## src/cmmd_cfg.svh

```systemverilog
// Constants for the processor memory-map decoder
// =====================================================================
// Overview of operation
// - At 33 MHz each external memory access takes exactly four bus clocks
// - External memory data path is either 8 or 16 bits wide
// - Synchronous or asynchronous memory, only one type configured at a time
// - External memory reached through external data space, up to 24 address bits
// - Code space is 64 KB and decodes only to main program flash
// - Lowest 32 RAM bytes are four register banks; next 16 bytes bit-addressable
// - Direct upper-128 accesses select SFRs; indirect ones select upper RAM
// - Stack uses indirect addressing, so it may span all 256 bytes
// - Pointer select picks one of two 16-bit pointers for pointer instructions
// - Pointer-based external move takes top address byte from matching extension
// - Register-based external move takes top byte upper ext, next byte page ext
// - Extension registers only affect external moves, nothing else
// - Ports 0-6, 12, 15 each offer fast out, pin state, source select
// - Set select bit drives pin from fast out; clear hands it to hub data
// - Pin state register is read-only and returns live pin levels
// - External data space is 24 bits; on-chip resources decode only in the lower half
// - Addresses from zero up to the 8 KB boundary decode to on-chip SRAM
// - Upper half of the 24-bit space routes to the external memory interface
// - A 256-byte window decodes to external memory interface control registers
// - A 4 KB window decodes to nonvolatile user memory
// - An 8 KB window decodes to the flash error-correction bytes
`ifndef CMMD_CFG_SVH
`define CMMD_CFG_SVH
// =====================================================================
// Timing
`define CMMD_XMEM_CYCLES 2'h3
// =====================================================================
// External data regions
`define CMMD_SRAM_LO 24'h000000
`define CMMD_SRAM_HI 24'h001FFF
`define CMMD_PORTS_LO 24'h005000
`define CMMD_PORTS_HI 24'h0051FF
`define CMMD_XMCTL_LO 24'h005400
`define CMMD_XMCTL_HI 24'h0054FF
`define CMMD_NVMEM_LO 24'h008000
`define CMMD_NVMEM_HI 24'h008FFF
`define CMMD_ECC_LO 24'h080000
`define CMMD_ECC_HI 24'h081FFF
`define CMMD_EXT_BIT 23
// =====================================================================
// Internal data layout
`define CMMD_WORKREG_TOP 8'h1F
`define CMMD_BITAREA_TOP 8'h2F
// =====================================================================
// SFR addresses
`define CMMD_SFR_PTR0_LO 8'h82
`define CMMD_SFR_PTR0_HI 8'h83
`define CMMD_SFR_PTR1_LO 8'h84
`define CMMD_SFR_PTR1_HI 8'h85
`define CMMD_SFR_PSEL 8'h86
`define CMMD_SFR_PX0 8'h93
`define CMMD_SFR_PX1 8'h95
`define CMMD_SFR_UPX 8'hEA
`define CMMD_SFR_PGX 8'hA0
`define CMMD_SFR_OUT_LIST {8'hF8, 8'hE8, 8'hD8, 8'hC8, 8'hC0, 8'hB0, 8'h98, 8'h90, 8'h80}
`define CMMD_SFR_PS_LIST {8'hF9, 8'hE9, 8'hD9, 8'hC9, 8'hC1, 8'hB1, 8'h99, 8'h91, 8'h89}
`define CMMD_SFR_SEL_LIST {8'hFA, 8'hF2, 8'hDA, 8'hCA, 8'hC2, 8'hB2, 8'h9A, 8'hA2, 8'h8A}
// =====================================================================
// Reset values
`define CMMD_RST_BYTE 8'h00
`define CMMD_RST_WORD 16'h0000
`endif

```

## src/cmmd_pkg.sv

```systemverilog
// Types for the processor memory-map decoder
package cmmd_pkg;
   typedef enum logic [2:0] {
      CMMD_RG_NONE = 3'b000,
      CMMD_RG_SRAM = 3'b001,
      CMMD_RG_PORTS = 3'b010,
      CMMD_RG_XMCTL = 3'b011,
      CMMD_RG_NVMEM = 3'b100,
      CMMD_RG_ECC = 3'b101,
      CMMD_RG_EXT = 3'b110
   } cmmd_region_t;
   typedef enum logic [1:0] {
      CMMD_IDLE = 2'b00,
      CMMD_BUSY = 2'b01
   } cmmd_fsm_t;
   typedef struct packed {
      logic sel;
      logic wr;
      cmmd_region_t region;
      logic [23:0] addr;
      logic [7:0] wdata;
   } cmmd_xbus_t;
   typedef struct packed {
      logic cs;
      logic we;
      logic sync;
      logic wide;
      logic [23:0] addr;
      logic [1:0] be;
      logic [15:0] wdata;
   } cmmd_xmem_t;
   typedef struct packed {
      logic sel_sfr;
      logic sel_ram;
      logic work_reg;
      logic bit_area;
      logic [1:0] bank;
   } cmmd_idata_t;
   typedef struct packed {
      cmmd_fsm_t fsm;
      logic [1:0] cnt;
      logic done;
      logic hi_lane;
      logic [7:0] rdata;
      cmmd_xbus_t xbus;
      cmmd_xmem_t xmem;
      logic [15:0] ptr0;
      logic [15:0] ptr1;
      logic [7:0] psel;
      logic [7:0] px0;
      logic [7:0] px1;
      logic [7:0] upx;
      logic [7:0] pgx;
      logic [8:0][7:0] fast_out;
      logic [8:0][7:0] src_sel;
      logic [8:0][7:0] pad_out;
      logic [7:0] sfr_rdata;
   } cmmd_state_t;
endpackage

```

## src/cmmd_decoder.sv

```systemverilog
// Processor memory-map decoder with address extension and fast port SFRs
`timescale 1ns/1ps
`include "cmmd_cfg.svh"
module cmmd_decoder (
   input wire logic clk,
   input wire logic sys_rst,
   // Code fetch
   input wire logic code_fetch,
   input wire logic [15:0] code_addr,
   output logic code_flash_sel,
   output logic [15:0] code_flash_addr,
   // Internal data access
   input wire logic [7:0] ida_addr,
   input wire logic ida_indirect,
   input wire logic ida_stack,
   output cmmd_pkg::cmmd_idata_t ida_sel,
   // SFR access
   input wire logic sfr_wr,
   input wire logic sfr_rd,
   input wire logic [7:0] sfr_addr,
   input wire logic [7:0] sfr_wdata,
   output logic [7:0] sfr_rdata,
   // Pointer instructions
   input wire logic ptr_inc,
   input wire logic ptr_load,
   input wire logic [15:0] ptr_imm,
   output logic [15:0] active_ptr,
   // External moves
   input wire logic movx_valid,
   input wire logic movx_wr,
   input wire logic movx_use_ri,
   input wire logic [7:0] movx_ri,
   input wire logic [7:0] movx_wdata,
   output logic movx_ready,
   output logic [7:0] movx_rdata,
   // On-chip external-data bus
   output cmmd_pkg::cmmd_xbus_t xbus,
   input wire logic [7:0] xbus_rdata,
   // External memory interface
   input wire logic xmem_wide,
   input wire logic xmem_sync,
   output cmmd_pkg::cmmd_xmem_t xmem,
   input wire logic [15:0] xmem_rdata,
   // Fast ports
   input wire logic [8:0][7:0] pin_state,
   input wire logic [8:0][7:0] hub_port_data,
   output logic [8:0][7:0] pad_out
);
   localparam logic [8:0][7:0] OUT_ADDR = `CMMD_SFR_OUT_LIST;
   localparam logic [8:0][7:0] PS_ADDR = `CMMD_SFR_PS_LIST;
   localparam logic [8:0][7:0] SEL_ADDR = `CMMD_SFR_SEL_LIST;

   cmmd_pkg::cmmd_state_t s_q;
   cmmd_pkg::cmmd_state_t s_d;
   logic [23:0] mv_addr;
   logic [8:0][7:0] pad_mux;
   logic [15:0] cur_ptr;

   // =====================================================================
   // Decode helpers
   function automatic cmmd_pkg::cmmd_region_t region_of(input logic [23:0] a);
      cmmd_pkg::cmmd_region_t r;
      r = cmmd_pkg::CMMD_RG_NONE;
      if (a[`CMMD_EXT_BIT]) begin
         r = cmmd_pkg::CMMD_RG_EXT;
      end else if (a <= `CMMD_SRAM_HI) begin
         r = cmmd_pkg::CMMD_RG_SRAM;
      end else if (a >= `CMMD_PORTS_LO && a <= `CMMD_PORTS_HI) begin
         r = cmmd_pkg::CMMD_RG_PORTS;
      end else if (a >= `CMMD_XMCTL_LO && a <= `CMMD_XMCTL_HI) begin
         r = cmmd_pkg::CMMD_RG_XMCTL;
      end else if (a >= `CMMD_NVMEM_LO && a <= `CMMD_NVMEM_HI) begin
         r = cmmd_pkg::CMMD_RG_NVMEM;
      end else if (a >= `CMMD_ECC_LO && a <= `CMMD_ECC_HI) begin
         r = cmmd_pkg::CMMD_RG_ECC;
      end
      return r; // Everything else answers as empty space
   endfunction

   function automatic logic [3:0] port_hit(input logic [8:0][7:0] tbl, input logic [7:0] a);
      logic [3:0] idx;
      idx = 4'hF;
      for (int i = 0; i < 9; i++) begin
         if (tbl[i] == a) begin
            idx = 4'(i);
         end
      end
      return idx;
   endfunction

   // =====================================================================
   // Code and internal data decode
   assign code_flash_sel = code_fetch;
   assign code_flash_addr = code_addr;

   always_comb begin
      ida_sel.work_reg = ida_addr <= `CMMD_WORKREG_TOP;
      ida_sel.bit_area = !ida_sel.work_reg && ida_addr <= `CMMD_BITAREA_TOP;
      ida_sel.bank = ida_addr[4:3];
      // Stack always goes indirect so it can use the full RAM
      ida_sel.sel_sfr = ida_addr[7] && !ida_indirect && !ida_stack;
      ida_sel.sel_ram = !ida_sel.sel_sfr;
   end

   // =====================================================================
   // Fast port pin mux
   generate
      for (genvar p = 0; p < 9; p++) begin : g_port
         for (genvar b = 0; b < 8; b++) begin : g_bit
            assign pad_mux[p][b] = s_q.src_sel[p][b] ? s_q.fast_out[p][b] : hub_port_data[p][b];
         end
      end
   endgenerate

   // Extension bytes only enter the external-move address
   assign cur_ptr = s_q.psel[0] ? s_q.ptr1 : s_q.ptr0;
   always_comb begin
      if (movx_use_ri) begin
         mv_addr = {s_q.upx, s_q.pgx, movx_ri};
      end else begin
         mv_addr = {(s_q.psel[0] ? s_q.px1 : s_q.px0), cur_ptr};
      end
   end

   // =====================================================================
   // Next state
   always_comb begin
      logic [3:0] oi;
      logic [3:0] pi;
      logic [3:0] si;
      cmmd_pkg::cmmd_region_t rg;
      oi = port_hit(OUT_ADDR, sfr_addr);
      pi = port_hit(PS_ADDR, sfr_addr);
      si = port_hit(SEL_ADDR, sfr_addr);
      rg = region_of(mv_addr);
      s_d = s_q;
      s_d.done = 1'b0;
      s_d.pad_out = pad_mux;
      // SFR writes; pin state has no write path
      if (sfr_wr) begin
         if (oi != 4'hF) begin
            s_d.fast_out[oi] = sfr_wdata;
         end else if (si != 4'hF) begin
            s_d.src_sel[si] = sfr_wdata;
         end else if (sfr_addr == `CMMD_SFR_PTR0_LO) begin
            s_d.ptr0[7:0] = sfr_wdata;
         end else if (sfr_addr == `CMMD_SFR_PTR0_HI) begin
            s_d.ptr0[15:8] = sfr_wdata;
         end else if (sfr_addr == `CMMD_SFR_PTR1_LO) begin
            s_d.ptr1[7:0] = sfr_wdata;
         end else if (sfr_addr == `CMMD_SFR_PTR1_HI) begin
            s_d.ptr1[15:8] = sfr_wdata;
         end else if (sfr_addr == `CMMD_SFR_PSEL) begin
            s_d.psel = sfr_wdata;
         end else if (sfr_addr == `CMMD_SFR_PX0) begin
            s_d.px0 = sfr_wdata;
         end else if (sfr_addr == `CMMD_SFR_PX1) begin
            s_d.px1 = sfr_wdata;
         end else if (sfr_addr == `CMMD_SFR_UPX) begin
            s_d.upx = sfr_wdata;
         end else if (sfr_addr == `CMMD_SFR_PGX) begin
            s_d.pgx = sfr_wdata;
         end
      end
      // Pointer instructions win over a same-cycle SFR write
      if (ptr_load) begin
         if (s_q.psel[0]) begin
            s_d.ptr1 = ptr_imm;
         end else begin
            s_d.ptr0 = ptr_imm;
         end
      end else if (ptr_inc) begin
         if (s_q.psel[0]) begin
            s_d.ptr1 = s_q.ptr1 + 16'h0001;
         end else begin
            s_d.ptr0 = s_q.ptr0 + 16'h0001;
         end
      end
      // SFR reads
      if (sfr_rd) begin
         s_d.sfr_rdata = `CMMD_RST_BYTE;
         if (oi != 4'hF) begin
            s_d.sfr_rdata = s_q.fast_out[oi];
         end else if (pi != 4'hF) begin
            s_d.sfr_rdata = pin_state[pi];
         end else if (si != 4'hF) begin
            s_d.sfr_rdata = s_q.src_sel[si];
         end else if (sfr_addr == `CMMD_SFR_PTR0_LO) begin
            s_d.sfr_rdata = s_q.ptr0[7:0];
         end else if (sfr_addr == `CMMD_SFR_PTR0_HI) begin
            s_d.sfr_rdata = s_q.ptr0[15:8];
         end else if (sfr_addr == `CMMD_SFR_PTR1_LO) begin
            s_d.sfr_rdata = s_q.ptr1[7:0];
         end else if (sfr_addr == `CMMD_SFR_PTR1_HI) begin
            s_d.sfr_rdata = s_q.ptr1[15:8];
         end else if (sfr_addr == `CMMD_SFR_PSEL) begin
            s_d.sfr_rdata = s_q.psel;
         end else if (sfr_addr == `CMMD_SFR_PX0) begin
            s_d.sfr_rdata = s_q.px0;
         end else if (sfr_addr == `CMMD_SFR_PX1) begin
            s_d.sfr_rdata = s_q.px1;
         end else if (sfr_addr == `CMMD_SFR_UPX) begin
            s_d.sfr_rdata = s_q.upx;
         end else if (sfr_addr == `CMMD_SFR_PGX) begin
            s_d.sfr_rdata = s_q.pgx;
         end
      end
      // External move sequencer
      case (s_q.fsm)
         cmmd_pkg::CMMD_IDLE: begin
            // The done cycle blocks relaunch while the core drops its request
            if (movx_valid && !s_q.done) begin
               s_d.fsm = cmmd_pkg::CMMD_BUSY;
               s_d.xbus.addr = mv_addr;
               s_d.xbus.wr = movx_wr;
               s_d.xbus.wdata = movx_wdata;
               s_d.xbus.region = rg;
               if (rg == cmmd_pkg::CMMD_RG_EXT) begin
                  s_d.cnt = `CMMD_XMEM_CYCLES;
                  s_d.xmem.cs = 1'b1;
                  s_d.xmem.we = movx_wr;
                  // Type is latched per access; only one type is live
                  s_d.xmem.sync = xmem_sync;
                  s_d.xmem.wide = xmem_wide;
                  s_d.xmem.addr = xmem_wide ? {1'b0, mv_addr[23:1]} : mv_addr;
                  s_d.xmem.be = (xmem_wide && mv_addr[0]) ? 2'h2 : 2'h1;
                  s_d.xmem.wdata = {movx_wdata, movx_wdata};
                  s_d.hi_lane = xmem_wide && mv_addr[0];
               end else begin
                  s_d.cnt = 2'h0;
                  s_d.xbus.sel = rg != cmmd_pkg::CMMD_RG_NONE;
               end
            end
         end
         cmmd_pkg::CMMD_BUSY: begin
            s_d.xbus.sel = 1'b0;
            if (s_q.cnt == 2'h0) begin
               s_d.fsm = cmmd_pkg::CMMD_IDLE;
               s_d.done = 1'b1;
               s_d.xmem.cs = 1'b0;
               s_d.xmem.we = 1'b0;
               if (s_q.xbus.wr) begin
                  s_d.rdata = s_q.rdata;
               end else if (s_q.xbus.region == cmmd_pkg::CMMD_RG_EXT) begin
                  s_d.rdata = s_q.hi_lane ? xmem_rdata[15:8] : xmem_rdata[7:0];
               end else if (s_q.xbus.region == cmmd_pkg::CMMD_RG_NONE) begin
                  s_d.rdata = `CMMD_RST_BYTE;
               end else begin
                  s_d.rdata = xbus_rdata;
               end
            end else begin
               s_d.cnt = s_q.cnt - 2'h1;
            end
         end
         default: begin
            s_d.fsm = cmmd_pkg::CMMD_IDLE;
         end
      endcase
   end

   // =====================================================================
   // State register
   always_ff @(posedge clk) begin
      if (sys_rst) begin
         s_q <= '0;
      end else begin
         s_q <= s_d;
      end
   end

   assign sfr_rdata = s_q.sfr_rdata;
   assign active_ptr = cur_ptr;
   assign movx_ready = s_q.done;
   assign movx_rdata = s_q.rdata;
   assign xbus = s_q.xbus;
   assign xmem = s_q.xmem;
   assign pad_out = s_q.pad_out;

   logic launch;
   assign launch = s_q.fsm == cmmd_pkg::CMMD_IDLE && movx_valid && !s_q.done;
endmodule // cmmd_decoder

```

## config.mk

```make
export PLATFORM = sky130hd
export DESIGN_NAME = cmmd_decoder
export DESIGN_NICKNAME = d
export VERILOG_FILES = /design/src/cmmd_pkg.sv /design/src/cmmd_decoder.sv
export VERILOG_INCLUDE_DIRS = /design/src
export SDC_FILE = /design/constraint.sdc
export NUM_CORES = 1
export LEC_CHECK = 0
export BUFFER_PORTS_ARGS = -buffer_cell sky130_fd_sc_hd__buf_2
export CAP_MARGIN = 20
export CORE_ASPECT_RATIO = 1.1
export CORE_UTILIZATION = 40
export DETAILED_ROUTE_END_ITERATION = 8
export PLACE_DENSITY = 0.61
export RECOVER_POWER = 100
export SETUP_SLACK_MARGIN = 0.1
export SYNTH_ARGS = -nofsm -noshare
export SYNTH_HDL_FRONTEND = slang
export SYNTH_SLANG_ARGS = --single-unit
```

## constraint.sdc

```tcl
create_clock -name clk -period 3.1 [get_ports clk]
set_clock_uncertainty 0.05 [all_clocks]
set_input_delay 0.155 -clock clk [delete_from_list [all_inputs] [get_ports clk]]
set_output_delay 0.155 -clock clk [all_outputs]
set_load 0.03 [all_outputs]
```

==> flow_metrics.tcl, run 1 <==
set metrics [dict create \
    port-buffer-count 425 \
    cp-start-kind "flop" \
    final.setup.tns_ns 0 \
    design.portCount 465 \
    vias 19200 \
    post_synth.cell_area_avg_sq_um 8.67 \
    core-area_sq_mm 0.0505 \
    critical_path.endpoint_type "flop" \
    drtPass1Iterations 7 \
    drt_wl_total_microns 79300 \
    multi_input_area_sq_mm 0.0106 \
    worst_relative_slew_slack_pct 3.36 \
    final_cell_mix "433 x nor2_1, 383 x dfxtp_1, 321 x mux2i_1" \
    clockBufferDepth 3 \
    yosysWarningCount 0 \
    holdCritStartpoint "xmem_rdata[0]" \
    sequential_cell_area_sq_mm 0.00767 \
    place.detailed.instances 3211 \
    fin_crit_sh_pct 91.4 \
    reg_power_share_pct 42.5 \
    internal-power_mw 8.85 \
    residual_antenna_violating_net_count_after_detailed_routing 0 \
    postSynthCellCount 2378 \
    unrepaired_setup_endpoints_after_global_routing "no" \
    drc 0 \
    detailedRoute.firstIterationViolations 2037 \
    power_frac_comb_pct 11.7 \
    cts-buffers-inserted 43 \
    wl_per_cell_microns 23.2 \
    floorplan.die.height_microns 240 \
    timing.fmax_ghz 0.353 \
    tightest_slew_ns 1.45 \
    global_route.usage.total_pct 29.3 \
    cts_htree_levels 2 \
    status "completed" \
    layout.cells.non_filler 3419 \
    seq_area_frac_synth_pct 37.2 \
    synth.lib_cells_used.distinct 101 \
    total_leakage_power_nw 9.72 \
    grt_start_max_net_pins 93 \
    std_cell_rows 86 \
    timing.critical_path.fanout_max 42 \
    vias_per_cell 5.61 \
    worst_hold_path.endpoint "movx_rdata[0]$_SDFFE_PP0P_" \
    p_switching_mw 3.16 \
    postSynth.topFlopCell "dfxtp_1" \
    cellPowerDensity_mw_per_mm2 486 \
    initial_utilization_pct 40.8 \
    worstReg2RegStart "s_q[256]$_SDFFE_PP0P_" \
    critPathRequiredTime_ns 3.51 \
    number_of_antenna_violations_at_the_first_check_in_global_routing 3 \
    rrSetupSlack_ns 0.27 \
    pins_over_their_slew_limit 0 \
    report.power.total_mw 12.0 \
    cts.reportedPaths.clkPinSlew_ns 0.06 \
    grt_pass1_wl_microns 116000 \
    routabilityCongestion 0.984 \
    die_area_sq_mm 0.0524 \
    synth_async_sr_flop_share_pct 0 \
    clock_sink_count 383 \
    worstSkewPairLatency_ns 0.59 \
    worst_r2r_path_depth 8 \
    most_area_hungry_cell_type_in_the_yosys_netlist "dfxtp_1" \
    final_common_cell "nor2_1" \
    grt_pass1_vias 18300 \
    synth.net_count 2635 \
    holdPathStages 5 \
    worst-setup-path-type "flop to flop" \
    synth.area.top_cells "dfxtp_1 37%, mux2i_1 16%, nor2_1 7.9%" \
    post_synthesis_instance_area_sq_mm 0.0206 \
    floorplan.die.width_microns 218 \
    fillcell_total 4973 \
    hold_path.class "primary input to flop" \
    hold_viol 0 \
    ctsRootBufferMaster "clkbuf_16" \
    sw_frac_of_total_pct 26.3 \
    postCtsResizedCells 0 \
    max_cap_violations 0 \
    area_growth_pct 19.9 \
    synth-edff-count 0 \
    nNetsFinal 2981 \
    gr-total-overflow 0 \
    synthDominantCellAreaShare_pct 37.2 \
    cts_tree "done" \
    drive_gt1_share_pct 17.5 \
    final_period_minus_worst_setup_slack_ns 2.83 \
    power.share.clock_pct 45.9 \
    critPathArrivalTime_ns 3.24 \
    place_hpwl_microns 58000 \
    setup_violations 0 \
    ir_drop_mv 0.450 \
    regToRegEndpoint "xbus[36]$_SDFFE_PP0P_" \
    ys_ff_latch 383 \
]
[cell families after synthesis]
group	Yosys count	share of synthesized area (%)
mux	366	18.1
compound gates	381	13.1
fa+ha+maj	3	0.182
simple gates	818	18.7
flops	383	37.2
buf+inv	393	11.2
xor+xnor	34	1.48
[power groups by stage]
| stage | Combinational, mW | Sequential [mW] | Clock [mW] |
|---|---|---|---|
| final | 1.40 | 5.10 | 5.51 |
| after global routing | 1.49 | 5.10 | 5.79 |
| after CTS | 1.42 | 5.10 | 5.57 |
| after detailed placement | 1.29 | 5.20 | 0 |
| after global placement | 1.28 | 5.20 | 0 |
| after floorplan | 0.934 | 5.17 | 0 |
[worst max-delay path, stage by stage, from the launching register on]
cell and delay, ns:
dfxtp_1 0.63, buf_12 0.29, mux2_1 0.40, mux2i_1 0.22, nand4bb_1 0.16, nor4_1 0.26
nand2_1 0.13, and3_1 0.21, a2111oi_2 0.36
[per-layer routing]
layer	vias up	GRT usage [%]	routed length, microns	share of wire, %
met5	-	0	0	0
met4	0	11.8	3360	4.2
met3	173	4.57	5330	6.7
met2	835	49.2	37800	48
met1	9295	37.1	32900	41
li1	8880	-	-	-
[synth_stat cells, types with 26 or more instances]
| cell | n |
|---|---|
| a22oi_1 | 35 |
| a222oi_1 | 31 |
| nor3_1 | 44 |
| buf_2 | 36 |
| nand2_1 | 153 |
| nand3_1 | 39 |
| dfxtp_1 | 383 |
| o22ai_1 | 26 |
| and3_1 | 26 |
| o21ai_0 | 54 |
| clkbuf_1 | 114 |
| mux2i_1 | 320 |
| nor2_1 | 434 |
| a21oi_1 | 85 |
| mux2_2 | 45 |
| buf_4 | 201 |
[metrics by stage]
stage	util [%]	hold slack [ns]	area, sq um	setup slack (ns)
2_1_floorplan	-	0.241	20600	0.699
6_report	49.0	0.00688	24700	0.267
4_1_cts	49.7	0.00357	25100	0.358
3_3_place_gp	44.2	0.260	22300	0.295
3_5_place_dp	44.2	0.260	22300	0.191
5_1_grt	49.0	0.0473	24700	0.114
[worst max-delay path by stage]
stage	start	end	slack, ns	cells past startpoint
floorplan	s_q[256]$_SDFFE_PP0P_	xbus[36]$_SDFFE_PP0P_	0.70	8
CTS	s_q[256]$_SDFFE_PP0P_	xbus[36]$_SDFFE_PP0P_	0.36	8
global route	s_q[256]$_SDFFE_PP0P_	xbus[36]$_SDFFE_PP0P_	0.11	8
finish	s_q[256]$_SDFFE_PP0P_	xbus[36]$_SDFFE_PP0P_	0.27	8
detailed placement	sfr_addr[1]	sfr_rdata[0]$_SDFFE_PP0P_	0.19	7
global placement	sfr_addr[1]	sfr_rdata[6]$_SDFFE_PP0P_	0.30	8
[cell type report]
type	count	area share, %
diodes	2	0.0203
multi-input cells	1602	42.8
repair buffers	670	16.3
well taps	660	3.34
flip-flops and latches	383	31.0
clock inverters	15	0.926
clock buffers	63	5.23
inverters	24	0.365
[repair_timing]
| item | in CTS | in global routing |
|---|---|---|
| hold buffers | 126 | 0 |
| endpoints found under the setup margin | 0 | 0 |
| endpoints found under the hold margin | 165 | 0 |
| buffers inserted | 0 | 0 |
Power figures use the tool's default switching activity.
==> run 2, diff against run 1 <==
REMOVE_ABC_BUFFERS = 1   (was not set)
==> run 2 against run 1 <==
Against the previous run:
- the flow now finishes with violations (capacitance limit, slew limit)
- non-clock buffer count fell by 14
- count of clock-buffer cells in the layout is 7 lower
- fmax decreased by 1.5%
- register-to-register slack worse by 0.04 ns
- via count down 1.6%
- sequential share of layout area grew 0.096 points
- clock power is 2% higher
- setup slack worse by 0.042 ns
- wire length shrank 4.4%
- design area is 0.29% lower
- critical endpoint unchanged
==> flow_metrics.tcl, run 2 (synthesis gave the netlist of run 1 again) <==
set metrics [dict create \
    drtPass1Iterations 6 \
    cp_num_buf_inv 1 \
    worst_r2r_path_depth 8 \
    post-cts-setup-buffers 0 \
    drc 0 \
    hold_viol 0 \
    pins_over_their_slew_limit 144 \
    violated_checks "capacitance limit, slew limit" \
    drt_wl_total_microns 75900 \
    clockBufferDepth 3 \
    total_leakage_power_nw 9.68 \
    place_hpwl_microns 55500 \
    nNetsFinal 2966 \
    die_area_sq_mm 0.0524 \
    regToRegEndpoint "xbus[36]$_SDFFE_PP0P_" \
    fin_util_pct 48.8 \
    gr-total-overflow 0 \
    hold_path.class "primary input to flop" \
    worst_relative_slew_slack_pct -9.57 \
    unrepaired_setup_endpoints_after_global_routing "no" \
    crit_end "xbus[36]$_SDFFE_PP0P_" \
    fin_crit_sh_pct 92.8 \
    timing.fmax_ghz 0.348 \
    grt_start_max_net_pins 144 \
    critPathRequiredTime_ns 3.50 \
    vias 18900 \
    drive_gt1_share_pct 17.2 \
    detailedRoute.firstIterationViolations 1815 \
    residual_antenna_violating_net_count_after_detailed_routing 0 \
    final_cell_mix "434 x nor2_1, 382 x dfxtp_1, 321 x mux2i_1" \
    vias_per_cell 5.55 \
    max_stage_delay_ns 0.49 \
    report.power.total_mw 12.1 \
    wl_per_cell_microns 22.3 \
    critical_path.endpoint_type "flop" \
    tightest_slew_ns 1.64 \
    initial_utilization_pct 40.8 \
    status "complete, but fails checks" \
    cts.reportedPaths.clkPinSlew_ns 0.06 \
    path_delay_family "simple AND/OR/NAND/NOR gates" \
    number_of_antenna_violations_at_the_first_check_in_global_routing 6 \
    floorplan.die.width_microns 218 \
    cts_tree "done" \
    critical-path-slowest-cell "dfxtp_2" \
    rrSetupSlack_ns 0.22 \
    fin_hold_ws_ns 0.0302 \
    final_common_cell "nor2_1" \
    floorplan.die.height_microns 240 \
    final.setup.tns_ns 0 \
    cp.depth 8 \
    ctsRootBufferMaster "clkbuf_16" \
    max_cap_violations 1 \
    worstReg2RegStart "s_q[256]$_SDFFE_PP0P_" \
    port-buffer-count 425 \
    clock_sink_count 383 \
    grt_pass1_vias 18200 \
    worstSkewPairLatency_ns 0.58 \
    cts_htree_levels 2 \
    final_period_minus_worst_setup_slack_ns 2.88 \
    holdCritStartpoint "pin_state[70]" \
    cellPowerDensity_mw_per_mm2 491 \
    worst-setup-path-type "flop to flop" \
    critPathArrivalTime_ns 3.27 \
    grt_pass1_wl_microns 111000 \
    area_growth_pct 19.5 \
    routabilityCongestion 0.926 \
    worstPathCellList "buf_4 > mux2_1 > mux2i_1 > nand4bb_1 > nor4_1 > nand2_1 > and3_1 > a2111oi_2" \
    timing.critical_path.fanout_max 13 \
    ir_drop_mv 0.352 \
    cp-start-kind "flop" \
    critical_path_source "s_q[256]$_SDFFE_PP0P_" \
    cts-buffers-inserted 42 \
    std_cell_rows 86 \
    setup_violations 0 \
    global_route.usage.total_pct 27.8 \
    design.portCount 465 \
    core-area_sq_mm 0.0505 \
]
-- run 2: changes by cell type in the layout (fill, tap and decap cells not counted), moves of 3 or more --
cell,delta
buf_4,-6
clkbuf_2,-6
bufinv_16,+4
clkinv_2,+4
clkbuf_8,-3
clkinvlp_4,-3
-- run 2: worst min path at each step --
stage / to / slack (ns) / cells past startpoint
floorplan: s_q[294]$_SDFF_PP0_ / 0.17 / 1
global placement: ida_sel[0] / 0.26 / 0
detailed placement: ida_sel[0] / 0.26 / 0
CTS: sfr_rdata[6]$_SDFFE_PP0P_ / 0.0008 / 4
global route: movx_rdata[7]$_SDFFE_PP0P_ / 0.08 / 5
finish: sfr_rdata[6]$_SDFFE_PP0P_ / 0.03 / 4
-- run 2: through the flow --
step	std cells	cell area, sq um	worst slack, ns
global placement	3200	22200	0.129
finish	3403	24600	0.224
global route	3403	24600	0.103
CTS	3402	25000	0.168
floorplan	2009	18400	-0.315
detailed placement	3200	22200	0.149
-- run 2: report_power, final --
part | switching (mW) | internal [mW] | total [mW] | leakage [nW]
registers | 0.0746 | 5.02 | 5.10 | 3.11
clock network | 2.15 | 3.47 | 5.62 | 0.764
logic | 0.883 | 0.488 | 1.37 | 5.80
-- run 2: repair_timing --
item | 4_1_cts | 5_1_grt
hold endpoints to repair | 165 | 0
resized for setup | 0 | 1
setup endpoints to repair | 0 | 3
hold buffers | 125 | 0
-- run 2: area by class of cell --
cell class / instances / area [sq um]
Fill cell: 4843 / 25800
Clock inverter: 21 / 359
Multi-Input combinational cell: 1602 / 10600
Clock buffer: 56 / 1190
Inverter: 24 / 90.1
Sequential cell: 383 / 7670
Antenna cell: 1 / 2.50
Timing Repair Buffer: 656 / 3900
Tap cell: 660 / 826
-- run 2: per-layer routing --
layer / up-vias / GRT usage (%) / share of wire (%)
li1: 8847 / - / -
met2: 735 / 47.1 / 48
met4: 10 / 12.3 / 4.2
met5: - / 0 / 0.080
met3: 171 / 4.54 / 6.4
met1: 9111 / 34.5 / 41
-- run 2: worst register-to-register path, delay by kind of cell, from the launching register on --
family / cells / cell delay, ns
mux: 2 / 0.69
flops: 1 / 0.49
compound gates: 1 / 0.36
simple gates: 4 / 0.88
buf+inv: 1 / 0.28
